[config.mk]
export PLATFORM = sky130hd
export DESIGN_NAME = reset_cause_flags
export DESIGN_NICKNAME = d
export VERILOG_FILES = /design/src/logic/reset_cause_pkg.sv /design/src/logic/level_sync.sv /design/src/logic/reset_cause_flags.sv
export SDC_FILE = /design/constraint.sdc
export NUM_CORES = 1
export LEC_CHECK = 0
export ABC_AREA = 1
export BUFFER_PORTS_ARGS = -buffer_cell sky130_fd_sc_hd__buf_4
export CORE_ASPECT_RATIO = 1.4
export CORE_MARGIN = 3
export CORE_UTILIZATION = 50
export DETAILED_ROUTE_END_ITERATION = 16
export PLACE_DENSITY = 0.76
export SYNTH_ARGS = -nofsm -noshare
export SYNTH_HDL_FRONTEND = slang
export SYNTH_SLANG_ARGS = --single-unit
[constraint.sdc]
create_clock -name CLK_SYS -period 1.65 [get_ports CLK_SYS]
set_clock_uncertainty 0.2 [all_clocks]
set_input_delay 0.33 -clock CLK_SYS [delete_from_list [all_inputs] [get_ports CLK_SYS]]
set_output_delay 0.33 -clock CLK_SYS [all_outputs]
set_load 0.005 [all_outputs]
[src/logic/reset_cause_pkg.sv]
// Constants for the reset-cause flag block: register offsets,
// bit positions and values after reset.
// Assumes a byte-wide register port with 12-bit addresses.

package reset_cause_pkg;

  // ****************************************************
  // Register port
  // ****************************************************
  localparam int ADDR_W = 12;
  localparam logic [11:0] ADDR_BO_CTRL = 12'h191;
  localparam logic [11:0] ADDR_CAUSE = 12'h192;
  localparam logic [11:0] ADDR_CAUSE_EXT = 12'h193;
  localparam logic [11:0] ADDR_IRQ_STATUS = 12'h194;
  localparam logic [11:0] ADDR_IRQ_MASK = 12'h195;

  // ****************************************************
  // Bit positions
  // ****************************************************
  localparam int BIT_STK_OVF = 7;
  localparam int BIT_STK_UNF = 6;
  localparam int BIT_EVT_MEM_VIOL = 5;
  localparam int BIT_WDT = 4;
  localparam int BIT_CLR_PIN = 3;
  localparam int BIT_RST_INSTR = 2;
  localparam int BIT_POWER_ON = 1;
  localparam int BIT_BROWNOUT = 0;
  localparam int BIT_MEM_VIOL = 1;
  localparam int BIT_SOFT_BO_EN = 7;
  localparam int BIT_BO_READY = 0;

  // ****************************************************
  // Masks and values after reset
  // ****************************************************
  localparam logic [7:0] CAUSE_WR_MASK = 8'hDF;
  localparam logic [7:0] CAUSE_PO_RST = 8'h1D;
  localparam logic [7:0] CAUSE_BO_RST = 8'h1C;
  localparam logic EXT_PO_RST = 1'b1;
  localparam logic SOFT_BO_EN_RST = 1'b1;
  localparam logic [7:0] STATUS_PO_RST = 8'h02;
  localparam logic [7:0] MASK_PO_RST = 8'h00;
  localparam logic [7:0] RDATA_IDLE = 8'h00;

endpackage

[src/logic/level_sync.sv]
// Two-flop synchroniser for one level from outside the clock domain.
// Assumes the level is held for several clock cycles.
`timescale 1ns/10ps
`default_nettype none

module level_sync (
  // Clock and reset
  input wire logic clk,
  input wire logic rst,
  // Level in and out
  input wire logic d_async,
  output logic q_sync
);

  logic stage1_ff;
  logic stage2_ff;

  // ****************************************************
  // Two stages; only the second reads the first
  // ****************************************************
  always_ff @(posedge clk) begin
    if (rst) begin
      stage1_ff <= 1'b0;
      stage2_ff <= 1'b0;
    end else begin
      stage1_ff <= d_async;
      stage2_ff <= stage1_ff;
    end
  end

  assign q_sync = stage2_ff;

endmodule
`default_nettype wire

[src/logic/reset_cause_flags.sv]
// Reset-cause flag registers with brown-out control and event interrupt.
// Assumes reset-cause pulses come from logic on CLK_SYS, one cycle each;
// RST is the power-on reset. BROWNOUT_ARMED is an analog status level.
//
// Overview of operation
// - Power-on reset drives the power-on flag to 0.
// - Power-on or brown-out leaves power-on flag 0; others leave it alone.
// - Power-on flag reads 1 until a power-on or brown-out reset; written 1 is held.
// - Brown-out reset drives brown-out flag, bit 0, to 0.
// - Brown-out flag value after power-on/brown-out depends on the cause.
// - Brown-out flag reads 1 until a brown-out reset; written 1 is held.
// - Memory violation reset drives the memory violation flag to 0.
// - Memory violation flag is bit 1 of second register, 1 after POR/BOR.
// - Memory violation flag reads 1 until such a reset; written 1 is held.
// - Second flag register sits at 0x0193, eight bits, only bit 1 used.
// - Each reset but power-on and brown-out updates only its own flag; both of those reload all flags.
// - Software may write any flag active; the write starts no reset.
// - Stack flags set to 1; watchdog, pin, instruction flags cleared.
// - Brown-out control: soft enable in bit 7, read-only ready in bit 0.
//
// Strobed register access was decided locally.
`timescale 1ns/10ps
`default_nettype none

module reset_cause_flags (
  // Clock and reset
  input wire logic CLK_SYS,
  input wire logic RST,
  // Register port
  input wire logic [11:0] ADDR,
  input wire logic [7:0] WDATA,
  input wire logic WR,
  input wire logic RD,
  output logic [7:0] RDATA,
  // Reset-cause pulses
  input wire logic BROWNOUT_RST,
  input wire logic WATCHDOG_RST,
  input wire logic CLEAR_PIN_RST,
  input wire logic RESET_INSTR,
  input wire logic STACK_OVF_RST,
  input wire logic STACK_UNF_RST,
  input wire logic MEM_VIOL_RST,
  // Brown-out detector
  input wire logic BROWNOUT_ARMED,
  output logic SOFT_BROWNOUT_EN,
  // Interrupt
  output logic IRQ
);

  logic [7:0] cause_ff;
  logic [7:0] nxt_cause;
  logic ext_ff;
  logic nxt_ext;
  logic soft_bo_en_ff;
  logic nxt_soft_bo_en;
  logic [7:0] status_ff;
  logic [7:0] nxt_status;
  logic [7:0] mask_ff;
  logic [7:0] nxt_mask;
  logic [7:0] rdata_ff;
  logic [7:0] nxt_rdata;
  logic armed_sync;
  logic [7:0] evt_vec;
  logic wr_cause;
  logic wr_ext;
  logic rd_status;

  // ****************************************************
  // Detector status crossing
  // ****************************************************
  level_sync u_armed_sync (
    .clk(CLK_SYS),
    .rst(RST),
    .d_async(BROWNOUT_ARMED),
    .q_sync(armed_sync)
  );

  // Access decode
  assign wr_cause = WR && (ADDR == reset_cause_pkg::ADDR_CAUSE);
  assign wr_ext = WR && (ADDR == reset_cause_pkg::ADDR_CAUSE_EXT);
  assign rd_status = RD && (ADDR == reset_cause_pkg::ADDR_IRQ_STATUS);

  // Events in status layout
  always_comb begin
    evt_vec = 8'h00;
    evt_vec[reset_cause_pkg::BIT_STK_OVF] = STACK_OVF_RST;
    evt_vec[reset_cause_pkg::BIT_STK_UNF] = STACK_UNF_RST;
    evt_vec[reset_cause_pkg::BIT_EVT_MEM_VIOL] = MEM_VIOL_RST;
    evt_vec[reset_cause_pkg::BIT_WDT] = WATCHDOG_RST;
    evt_vec[reset_cause_pkg::BIT_CLR_PIN] = CLEAR_PIN_RST;
    evt_vec[reset_cause_pkg::BIT_RST_INSTR] = RESET_INSTR;
    evt_vec[reset_cause_pkg::BIT_BROWNOUT] = BROWNOUT_RST;
  end

  // ****************************************************
  // Reset-cause flags
  // ****************************************************
  // Software write first, hardware events after so they win
  always_comb begin
    nxt_cause = cause_ff;
    nxt_ext = ext_ff;
    nxt_soft_bo_en = soft_bo_en_ff;
    if (wr_cause) begin
      nxt_cause = WDATA & reset_cause_pkg::CAUSE_WR_MASK;
    end
    if (wr_ext) begin
      nxt_ext = WDATA[reset_cause_pkg::BIT_MEM_VIOL];
    end
    if (WR && (ADDR == reset_cause_pkg::ADDR_BO_CTRL)) begin
      nxt_soft_bo_en = WDATA[reset_cause_pkg::BIT_SOFT_BO_EN];
    end
    if (STACK_OVF_RST) begin
      nxt_cause[reset_cause_pkg::BIT_STK_OVF] = 1'b1;
    end
    if (STACK_UNF_RST) begin
      nxt_cause[reset_cause_pkg::BIT_STK_UNF] = 1'b1;
    end
    if (WATCHDOG_RST) begin
      nxt_cause[reset_cause_pkg::BIT_WDT] = 1'b0;
    end
    if (CLEAR_PIN_RST) begin
      nxt_cause[reset_cause_pkg::BIT_CLR_PIN] = 1'b0;
    end
    if (RESET_INSTR) begin
      nxt_cause[reset_cause_pkg::BIT_RST_INSTR] = 1'b0;
    end
    if (MEM_VIOL_RST) begin
      nxt_ext = 1'b0;
    end
    // Brown-out reinitialises the flags and the soft enable
    if (BROWNOUT_RST) begin
      nxt_cause = reset_cause_pkg::CAUSE_BO_RST;
      nxt_ext = reset_cause_pkg::EXT_PO_RST;
      nxt_soft_bo_en = reset_cause_pkg::SOFT_BO_EN_RST;
    end
  end

  // Flag registers; power-on reset loads its own pattern
  always_ff @(posedge CLK_SYS) begin
    if (RST) begin
      cause_ff <= reset_cause_pkg::CAUSE_PO_RST;
      ext_ff <= reset_cause_pkg::EXT_PO_RST;
      soft_bo_en_ff <= reset_cause_pkg::SOFT_BO_EN_RST;
    end else begin
      cause_ff <= nxt_cause;
      ext_ff <= nxt_ext;
      soft_bo_en_ff <= nxt_soft_bo_en;
    end
  end

  assign SOFT_BROWNOUT_EN = soft_bo_en_ff;

  // ****************************************************
  // Event status, mask and interrupt
  // ****************************************************
  // Read clears; an event in the same cycle survives
  always_comb begin
    nxt_status = status_ff;
    nxt_mask = mask_ff;
    if (rd_status) begin
      nxt_status = 8'h00;
    end
    nxt_status = nxt_status | evt_vec;
    if (WR && (ADDR == reset_cause_pkg::ADDR_IRQ_MASK)) begin
      nxt_mask = WDATA;
    end
  end

  // Status and mask registers
  always_ff @(posedge CLK_SYS) begin
    if (RST) begin
      status_ff <= reset_cause_pkg::STATUS_PO_RST;
      mask_ff <= reset_cause_pkg::MASK_PO_RST;
    end else begin
      status_ff <= nxt_status;
      mask_ff <= nxt_mask;
    end
  end

  // Level interrupt while any unmasked bit stands
  assign IRQ = |(status_ff & mask_ff);

  // ****************************************************
  // Read data
  // ****************************************************
  // Unmapped and idle cycles return zero
  always_comb begin
    nxt_rdata = reset_cause_pkg::RDATA_IDLE;
    if (RD) begin
      case (ADDR)
        reset_cause_pkg::ADDR_BO_CTRL: begin
          nxt_rdata[reset_cause_pkg::BIT_SOFT_BO_EN] = soft_bo_en_ff;
          nxt_rdata[reset_cause_pkg::BIT_BO_READY] = armed_sync;
        end
        reset_cause_pkg::ADDR_CAUSE: begin
          nxt_rdata = cause_ff & reset_cause_pkg::CAUSE_WR_MASK;
        end
        reset_cause_pkg::ADDR_CAUSE_EXT: begin
          nxt_rdata[reset_cause_pkg::BIT_MEM_VIOL] = ext_ff;
        end
        reset_cause_pkg::ADDR_IRQ_STATUS: begin
          nxt_rdata = status_ff;
        end
        reset_cause_pkg::ADDR_IRQ_MASK: begin
          nxt_rdata = mask_ff;
        end
        default: begin
          nxt_rdata = reset_cause_pkg::RDATA_IDLE;
        end
      endcase
    end
  end

  // Read data register
  always_ff @(posedge CLK_SYS) begin
    if (RST) begin
      rdata_ff <= reset_cause_pkg::RDATA_IDLE;
    end else begin
      rdata_ff <= nxt_rdata;
    end
  end

  assign RDATA = rdata_ff;
endmodule
`default_nettype wire

==> results of run 1 <==
final timing paths:
kind / cells past startpoint / slack (ns) / endpoint
worst min register to register: 2 / 0.22 / u_armed_sync.q_sync$_SDFF_PP0_
worst max-delay path: 5 / -0.1 / IRQ
worst max register to register: 5 / 0.63 / RDATA[2]$_SDFF_PP0_
worst min-delay path: 3 / 0.04 / u_armed_sync.stage1_ff$_SDFF_PP0_
power by group through the flow:
| stage | Clock [mW] | Sequential (mW) | Combinational (mW) |
|---|---|---|---|
| 5_1_grt | 0.957 | 0.885 | 0.183 |
| 4_1_cts | 0.923 | 0.882 | 0.164 |
| 2_1_floorplan | 0 | 0.897 | 0.0694 |
| 6_report | 0.918 | 0.883 | 0.164 |
| 3_5_place_dp | 0 | 0.901 | 0.162 |
| 3_3_place_gp | 0 | 0.900 | 0.158 |
sequential cells by signal, indices dropped and copies added, names as in the netlist:
name	cells
u_armed_sync.q_sync	1
mask_ff	8
cause_ff	7
SOFT_BROWNOUT_EN	1
u_armed_sync.stage1_ff	1
ext_ff	1
RDATA	8
status_ff	8
stage by stage:
step | cell area [um^2] | util | TNS (ns)
global placement | 2070 | 0.657 | -0.329
detailed placement | 2070 | 0.657 | -0.652
CTS | 2210 | 0.702 | -0.0875
floorplan | 1660 | - | 0
finish | 2230 | 0.707 | -0.0954
global route | 2230 | 0.707 | -0.144
cell usage in the layout, fill, tap and decap left out:
| cell type | netlist | final |
|---|---|---|
| nand4_1 | 5 | 5 |
| inv_2 | 1 | 3 |
| o21ai_1 | 16 | 16 |
| nand3_1 | 32 | 32 |
| nand3_4 | 1 | 1 |
| nor2_4 | 3 | 3 |
| and2_1 | 1 | 1 |
| dfxtp_2 | 0 | 3 |
| inv_1 | 41 | 39 |
| nor2_2 | 1 | 1 |
| nand3_2 | 2 | 2 |
| nor3_1 | 1 | 1 |
| buf_12 | 0 | 1 |
| nand2_2 | 2 | 3 |
| clkbuf_8 | 0 | 5 |
| o21ai_0 | 2 | 1 |
| nor2b_1 | 1 | 1 |
| clkbuf_1 | 2 | 1 |
| dfxtp_1 | 35 | 32 |
| o21ai_2 | 0 | 1 |
| a221oi_2 | 0 | 1 |
| buf_4 | 1 | 53 |
| a21oi_1 | 18 | 18 |
| nand2_1 | 48 | 47 |
| bufinv_16 | 0 | 2 |
| nor2_1 | 23 | 23 |
kinds of logic after synthesis:
| kind of cell | share of synthesized area |
|---|---|
| AOI/OAI and AO/OA | 0.114 |
| buffers and inverters | 0.124 |
| DFF | 0.422 |
| and+or+nand+nor | 0.340 |
critical path, delay by kind of cell (launching register included):
| family | cells | cell delay [ns] |
|---|---|---|
| buffers and inverters | 1 | 0.15 |
| AOI/OAI and AO/OA | 2 | 0.26 |
| DFF | 1 | 0.33 |
| and+or+nand+nor | 2 | 0.18 |
layer usage:
metal  GRT usage  up-vias
li1            -      872
met1       0.294      767
met2       0.421       50
met3      0.0641       11
met4      0.0914        0
met5           0        -
repair_timing:
action	4_1_cts	5_1_grt
pin swaps	1	2
hold buffers	0	0
setup buffers	0	1
resized for setup	5	4
endpoints found under the setup margin	1	1
area by class of cell:
class                           instances  area, um^2  share of cell area
Clock buffer                            6        72.6              0.0326
Clock inverter                          2        60.1              0.0270
Inverter                               42         158              0.0707
Multi-Input combinational cell        157         767               0.344
Sequential cell                        35         704               0.316
Tap cell                               39        48.8              0.0219
Timing Repair Buffer                   54         418               0.188
==> summary by stage, run 1 <==
Logic synthesis
Of all cell types, the one taking the most synthesized area is dfxtp_1. Yosys instantiated no cell more often than nand2_1. By count the netlist is led by 48 x nand2_1, 41 x inv_1, 35 x dfxtp_1, 32 x nand3_1, 23 x nor2_1. By area the synthesized netlist is led by dfxtp_1 42%, nand2_1 11%, nand3_1 9.6%.

The area share of the largest cell type after synthesis is 0.422. Yosys printed 0 warnings. Of all flip-flops after synthesis, the portion carrying an async set or reset was 0.

Yosys mapped a number of flops with a built-in enable equal to 0. For this run, the register share of the synthesized area comes to 0.422. The synthesized netlist contains 22 unique library cells. When the netlist entered floorplanning its net count stood at 272.

Synthesis produced 240 cells. The cell area that synthesis handed to floorplanning was 0.00166 mm^2. The most used flip-flop cell after synthesis is dfxtp_1. In this run, synthesis produced a sequential element count of 35.

After synthesis, the mean cell area works out to 6.92 um^2.

Power
The sum of internal, switching and leakage power is 1.96 mW. IR analysis of the VDD net gives a maximum drop of 1.25 mV. The total power density per cell area is 881 mW/mm^2.

The share of total power in sequential cells is 0.449. The share of total power dissipated in combinational logic is 0.083. Summed over all cells, the static leakage comes to 1.09 nW. The internal power of the cells totals 1.55 mW. The reported net switching power is 411 uW. Of the total power, the share spent switching nets is 0.209. The share of power burned in the clock network is 0.467.

Routing
The routed length on met3 is 268 um. The total iterations of the first detailed-routing run is 4. In the routed design, unresolved DRC markers number 0. Summed over all nets, wire length on met2 after detailed routing comes to 2.27 mm. The length of routed wiring on met1 is 1.70 mm. The wire length after detailed routing is 4.36 mm. In the final routed layout, each cell accounts on average for 13.0 um. The highest metal layer carrying signal wires in the routed design is met4. The violation count after the first detailed-route iteration is 47. Summing over every cut layer, the via total after detailed routing is 1700. Using the TritonRoute via totals, the vias-per-cell ratio works out to 5.07.

Once detail routing completed, the nets flagged for antenna violations numbered 0.

Min path
The path class of the tightest hold or removal check is input pin to flop. The source of the worst hold timing path is BROWNOUT_ARMED.

Clock tree
At the later pin of the worst-skew pair, clock insertion delay measures 0.29 ns. The TritonCTS buffer count is 5. The clock-pin slew on the worst setup and hold paths is 0.07 ns.

The number of clock sinks is 35. The cell at the root of the clock tree is clkbuf_8. The count of H-tree levels built during CTS is 2.

TritonCTS built the clock tree. The largest buffer count on any clock path is 2.

Finish
After the flow finishes, the layout carries non-filler instances totaling 335. The area growth from synthesis to layout is 34.1%. The layout has 272 filler cells. The total inserted antenna cells is 0. The net total in the final layout is 327. In the final layout, the share of cells above drive strength 1 is 0.267.

Worst setup path
The critical path required time is 1.12 ns. The critical path arrival is 1.22 ns. The stage delay of the slowest cell on the critical path is 0.33 ns. The worst register-to-register path begins at status_ff[2]$_SDFF_PP0_. The maximum fanout encountered on the critical timing path is 2.

The slowest stage of the critical path is the dfxtp_2 cell. The kind of critical path is flop to primary output. The critical path goes through nand2_2 > o21ai_2 > a221oi_2 > nand3_1 > buf_4. The startpoint of the most critical setup path is mask_ff[2]$_SDFFE_PP0P_. STA classifies the critical path endpoint as a primary output. STA classifies the critical path startpoint as a flop.

Placement
The number of placed cells counting well taps is 326. Summed over all nets, the half-perimeter wirelength after detailed placement is 3.29 mm. In this run the tool buffered the top-level ports with 41 buffer cells. The pre-CTS setup slack is -0.0993 ns. At the end of routability-driven placement, the weighted congestion stood at 0.875.

STA
The hold violation count in the final report came to 0. The upper clock frequency limit is 573 MHz. The total setup violations reported at the end of the flow is 1.

The post-layout minimum cycle time is 1.75 ns. Setup repair after global routing could not meet its margin everywhere. The tightest slew margin relative to the limit is 0.795. The worst setup margin is -0.0954 ns. The transition at the pin with the smallest max-transition slack is 0.307 ns.

The count of pins over their slew limit is 0. The final worst-path cycle share is 1.06. The worst-case hold slack is 0.0438 ns.

GRT
The first-pass GRT wire length is 7.26 mm. The number of global-route vias before repair came to 1639. The number of antenna violations at the first check in global routing is 0. The largest net degree at the start of global routing is 26. Global routing finished with a remaining overflow of 0. For this run, the total global-route usage over all layers was measured as 0.249.

Job
Across the run, the number of max-cap violations was 0.

Status
The run finished, with violations left. The checks that failed: setup timing.

Floorplanning
The vertical die dimension is 74.2 um. After floorplanning, the core was divided into 24 placement rows. The core outline area is 0.00315 mm^2.

42 I/O pins were placed. The die covers 0.00406 mm^2. From left edge to right edge, the die measures 54.7 um. The initial core utilization is 0.527.
(Power assumes the default switching activity.)
==> run 2: changes to the inputs <==
--- a/config.mk
+++ b/config.mk
@@ -6,10 +6,11 @@
 export NUM_CORES = 1
 export LEC_CHECK = 0
 export ABC_AREA = 1
-export BUFFER_PORTS_ARGS = -buffer_cell sky130_fd_sc_hd__buf_4
+export BUFFER_PORTS_ARGS = -buffer_cell sky130_fd_sc_hd__buf_2
 export CORE_ASPECT_RATIO = 1.4
 export CORE_MARGIN = 3
 export CORE_UTILIZATION = 50
+export CTS_BUF_LIST = sky130_fd_sc_hd__clkbuf_2
 export DETAILED_ROUTE_END_ITERATION = 16
 export PLACE_DENSITY = 0.76
 export SYNTH_ARGS = -nofsm -noshare
==> summary by stage, run 2 (synthesized netlist as in run 1, its figures left out) <==
Status
The run finished, with violations left. The checks that failed: setup timing.

Clock tree
The count of H-tree levels built during CTS is 2 (unchanged). The largest buffer count on any clock path came to 2 (unchanged). The clock-pin slew on the worst setup and hold paths was 0.19 ns (+0.12 ns). The TritonCTS buffer count was 5 (unchanged).

The cell sitting at the root of the clock tree is a clkbuf_2. The number of clock sinks is 35 (unchanged). The clock latency at the later pin of the worst-skew pair is 0.39 ns (+0.10 ns). The clock tree from TritonCTS is yes.

Routing
The detailed-route via count is 1777 (+4.5%). The post-route antenna net violation count is 0 (unchanged). The total iterations of the first detailed-routing run is 4 (unchanged). The violation count after the first detailed-route iteration was 61 (+30%). The wire length after detailed routing came to 4.48 mm (+2.9%).

The wire length per cell was 12.7 um (-2.1%). The mean number of vias per cell is 5.05 (-0.52%). The number of DRC violations after detailed routing is 0 (unchanged).

Floorplanning
The number of top-level pins is 42 (unchanged). The vertical die dimension was 74.2 um (unchanged). The core outline area is 0.00315 mm^2 (unchanged).

The die extent in x is 54.7 um (unchanged). The overall die area is 0.00406 mm^2 (unchanged). The initial core utilization is 0.527 (unchanged). The number of placement rows is 24 (unchanged).

Power
The maximum vdd drop came to 0.574 mV (-54%). The total power density per cell area was 661 mW/mm^2 (-25%). The leakage power is 1.11 nW (+1.4%).

STA
The upper clock frequency limit is 531 MHz (-7.3%). The post-layout minimum cycle time is 1.88 ns (+0.138 ns). The setup TNS is -0.234 ns (-0.138 ns).

Setup repair after global routing could not meet its margin everywhere. The transition at the pin with the smallest max-transition slack came to 0.318 ns (+0.0114 ns). The total setup violations reported at the end of the flow is 1 (unchanged). The tightest slew margin relative to the limit is 0.788 (-0.00759). The count of pins over their slew limit was 0 (unchanged). The hold violation count in the final report is 0 (unchanged). The final worst-path cycle share is 1.14 (+0.0839). The worst setup margin is -0.234 ns (-0.138 ns).

Min path
The worst hold path belongs to the class input pin to flop. The cell count of the worst hold path is 3 (unchanged).

Finish
The most frequent standard cell in the layout excluding fill and tap cells is nand2_1. The total inserted antenna cells is 0 (unchanged). The area growth from synthesis to layout is 32.5%. The fraction of layout instances using a drive strength above 1 is 0.284 (+0.0175). The post-route cell area was 0.00220 mm^2 (-1.2%). The net total in the final layout was 344 (+5.2%).

The number of standard cells in the layout, taps in and fillers out is 352 (+5.1%). The share of the core filled with cells in the final layout was 0.698 (-0.00833). The library cells used most frequently in the layout, excluding fill and tap cells, are 47 x nand2_1, 41 x buf_2, 39 x inv_1.

Worst setup path
The stage delay of the slowest cell on the critical path was 0.36 ns (+0.03 ns). The critical path required time is 1.12 ns (about the same). The worst setup path is of the flop to primary output kind. The maximum fanout encountered on the critical timing path came to 2 (unchanged).

Walking the worst path, the cells encountered are nand2_2 > o21ai_4 > a221oi_2 > nand3_1 > buf_2. The endpoint class of the critical path is a primary output. STA classifies the critical path startpoint as a flop. The slowest cell on the critical path is dfxtp_2. The critical path arrival came to 1.35 ns (+0.13 ns).

The path depth of the worst reg2reg path was 7 (+2).

GRT
The total global routing track utilization is 0.245 (-0.00440). The number of antenna violations at the first check in global routing is 0 (unchanged). The largest net degree at the start of global routing is 17 (-35%).

The first-pass GRT wire length is 7.08 mm (-2.5%). The residual overflow from global routing is 0 (unchanged). The number of global-route vias before repair is 1614 (-1.5%).

Placement
The routability congestion estimate was 0.862 (-1.5%). The placed standard-cell area was 0.00199 mm^2 (-3.9%). The number of placed cells counting well taps is 329 (+0.92%). The post-DP HPWL is 3.24 mm (-1.4%).

The count of buffers from port buffering was 41 (unchanged). The pre-CTS setup slack was 0.00226 ns (+0.102 ns).

Job
The max-capacitance violation count is 0 (unchanged).
-- run 2: critical path: cells and delay by family (launching register included) --
kind,cells,cell delay (ns)
AO/OA/AOI/OAI,2,0.27
buffers and inverters,1,0.14
AND/OR/NAND/NOR,2,0.19
flip-flops,1,0.36
-- run 2: what timing repair did --
action                                  4_1_cts  5_1_grt
endpoints found under the setup margin        1        1
gates resized for setup                      11        2
buffers inserted                              3        1
endpoints found under the hold margin         9        4
pin swaps                                     2        3
cloned                                        0        0
hold buffers                                  7        4
-- run 2: layout make-up --
| class | instances | area [um^2] |
|---|---|---|
| fillers | 296 | 951 |
| multi-input cells | 157 | 774 |
| flip-flops and latches | 35 | 708 |
| repair buffers | 71 | 470 |
| inverters | 42 | 158 |
| well taps | 39 | 48.8 |
| clock buffers | 6 | 30.0 |
| clock inverters | 2 | 12.5 |
-- run 2: routing by layer --
metal / GRT usage / routed length, um
met2: 0.384 / 2230
met1: 0.297 / 1860
met3: 0.0681 / 234
met5: 0 / 0
met4: 0.127 / 159
-- run 2: power breakdown --
group	switching [mW]	internal, mW	leakage [nW]
combinational	0.0879	0.0804	0.791
clock	0.293	0.108	0.0290
sequential	0.0154	0.870	0.288
total	0.396	1.06	1.11
-- run 2: per-stage QoR --
stage          total power [mW]  hold WS, ns
6_report                   1.46       0.0125
2_1_floorplan             0.966        0.188
3_3_place_gp               1.04        0.196
3_5_place_dp               1.04        0.195
4_1_cts                    1.45     0.000736
5_1_grt                    1.52      0.00238
-- run 2: worst paths after layout --
path,start,endpoint,slack [ns]
worst min-delay path,WDATA[2],cause_ff[2]$_SDFFE_PP1P_,0.01
worst min register to register,u_armed_sync.stage1_ff$_SDFF_PP0_,u_armed_sync.q_sync$_SDFF_PP0_,0.22
worst max-delay path,status_ff[2]$_SDFF_PP0_,IRQ,-0.23
worst max register to register,status_ff[7]$_SDFF_PP0_,RDATA[7]$_SDFF_PP0_,0.56
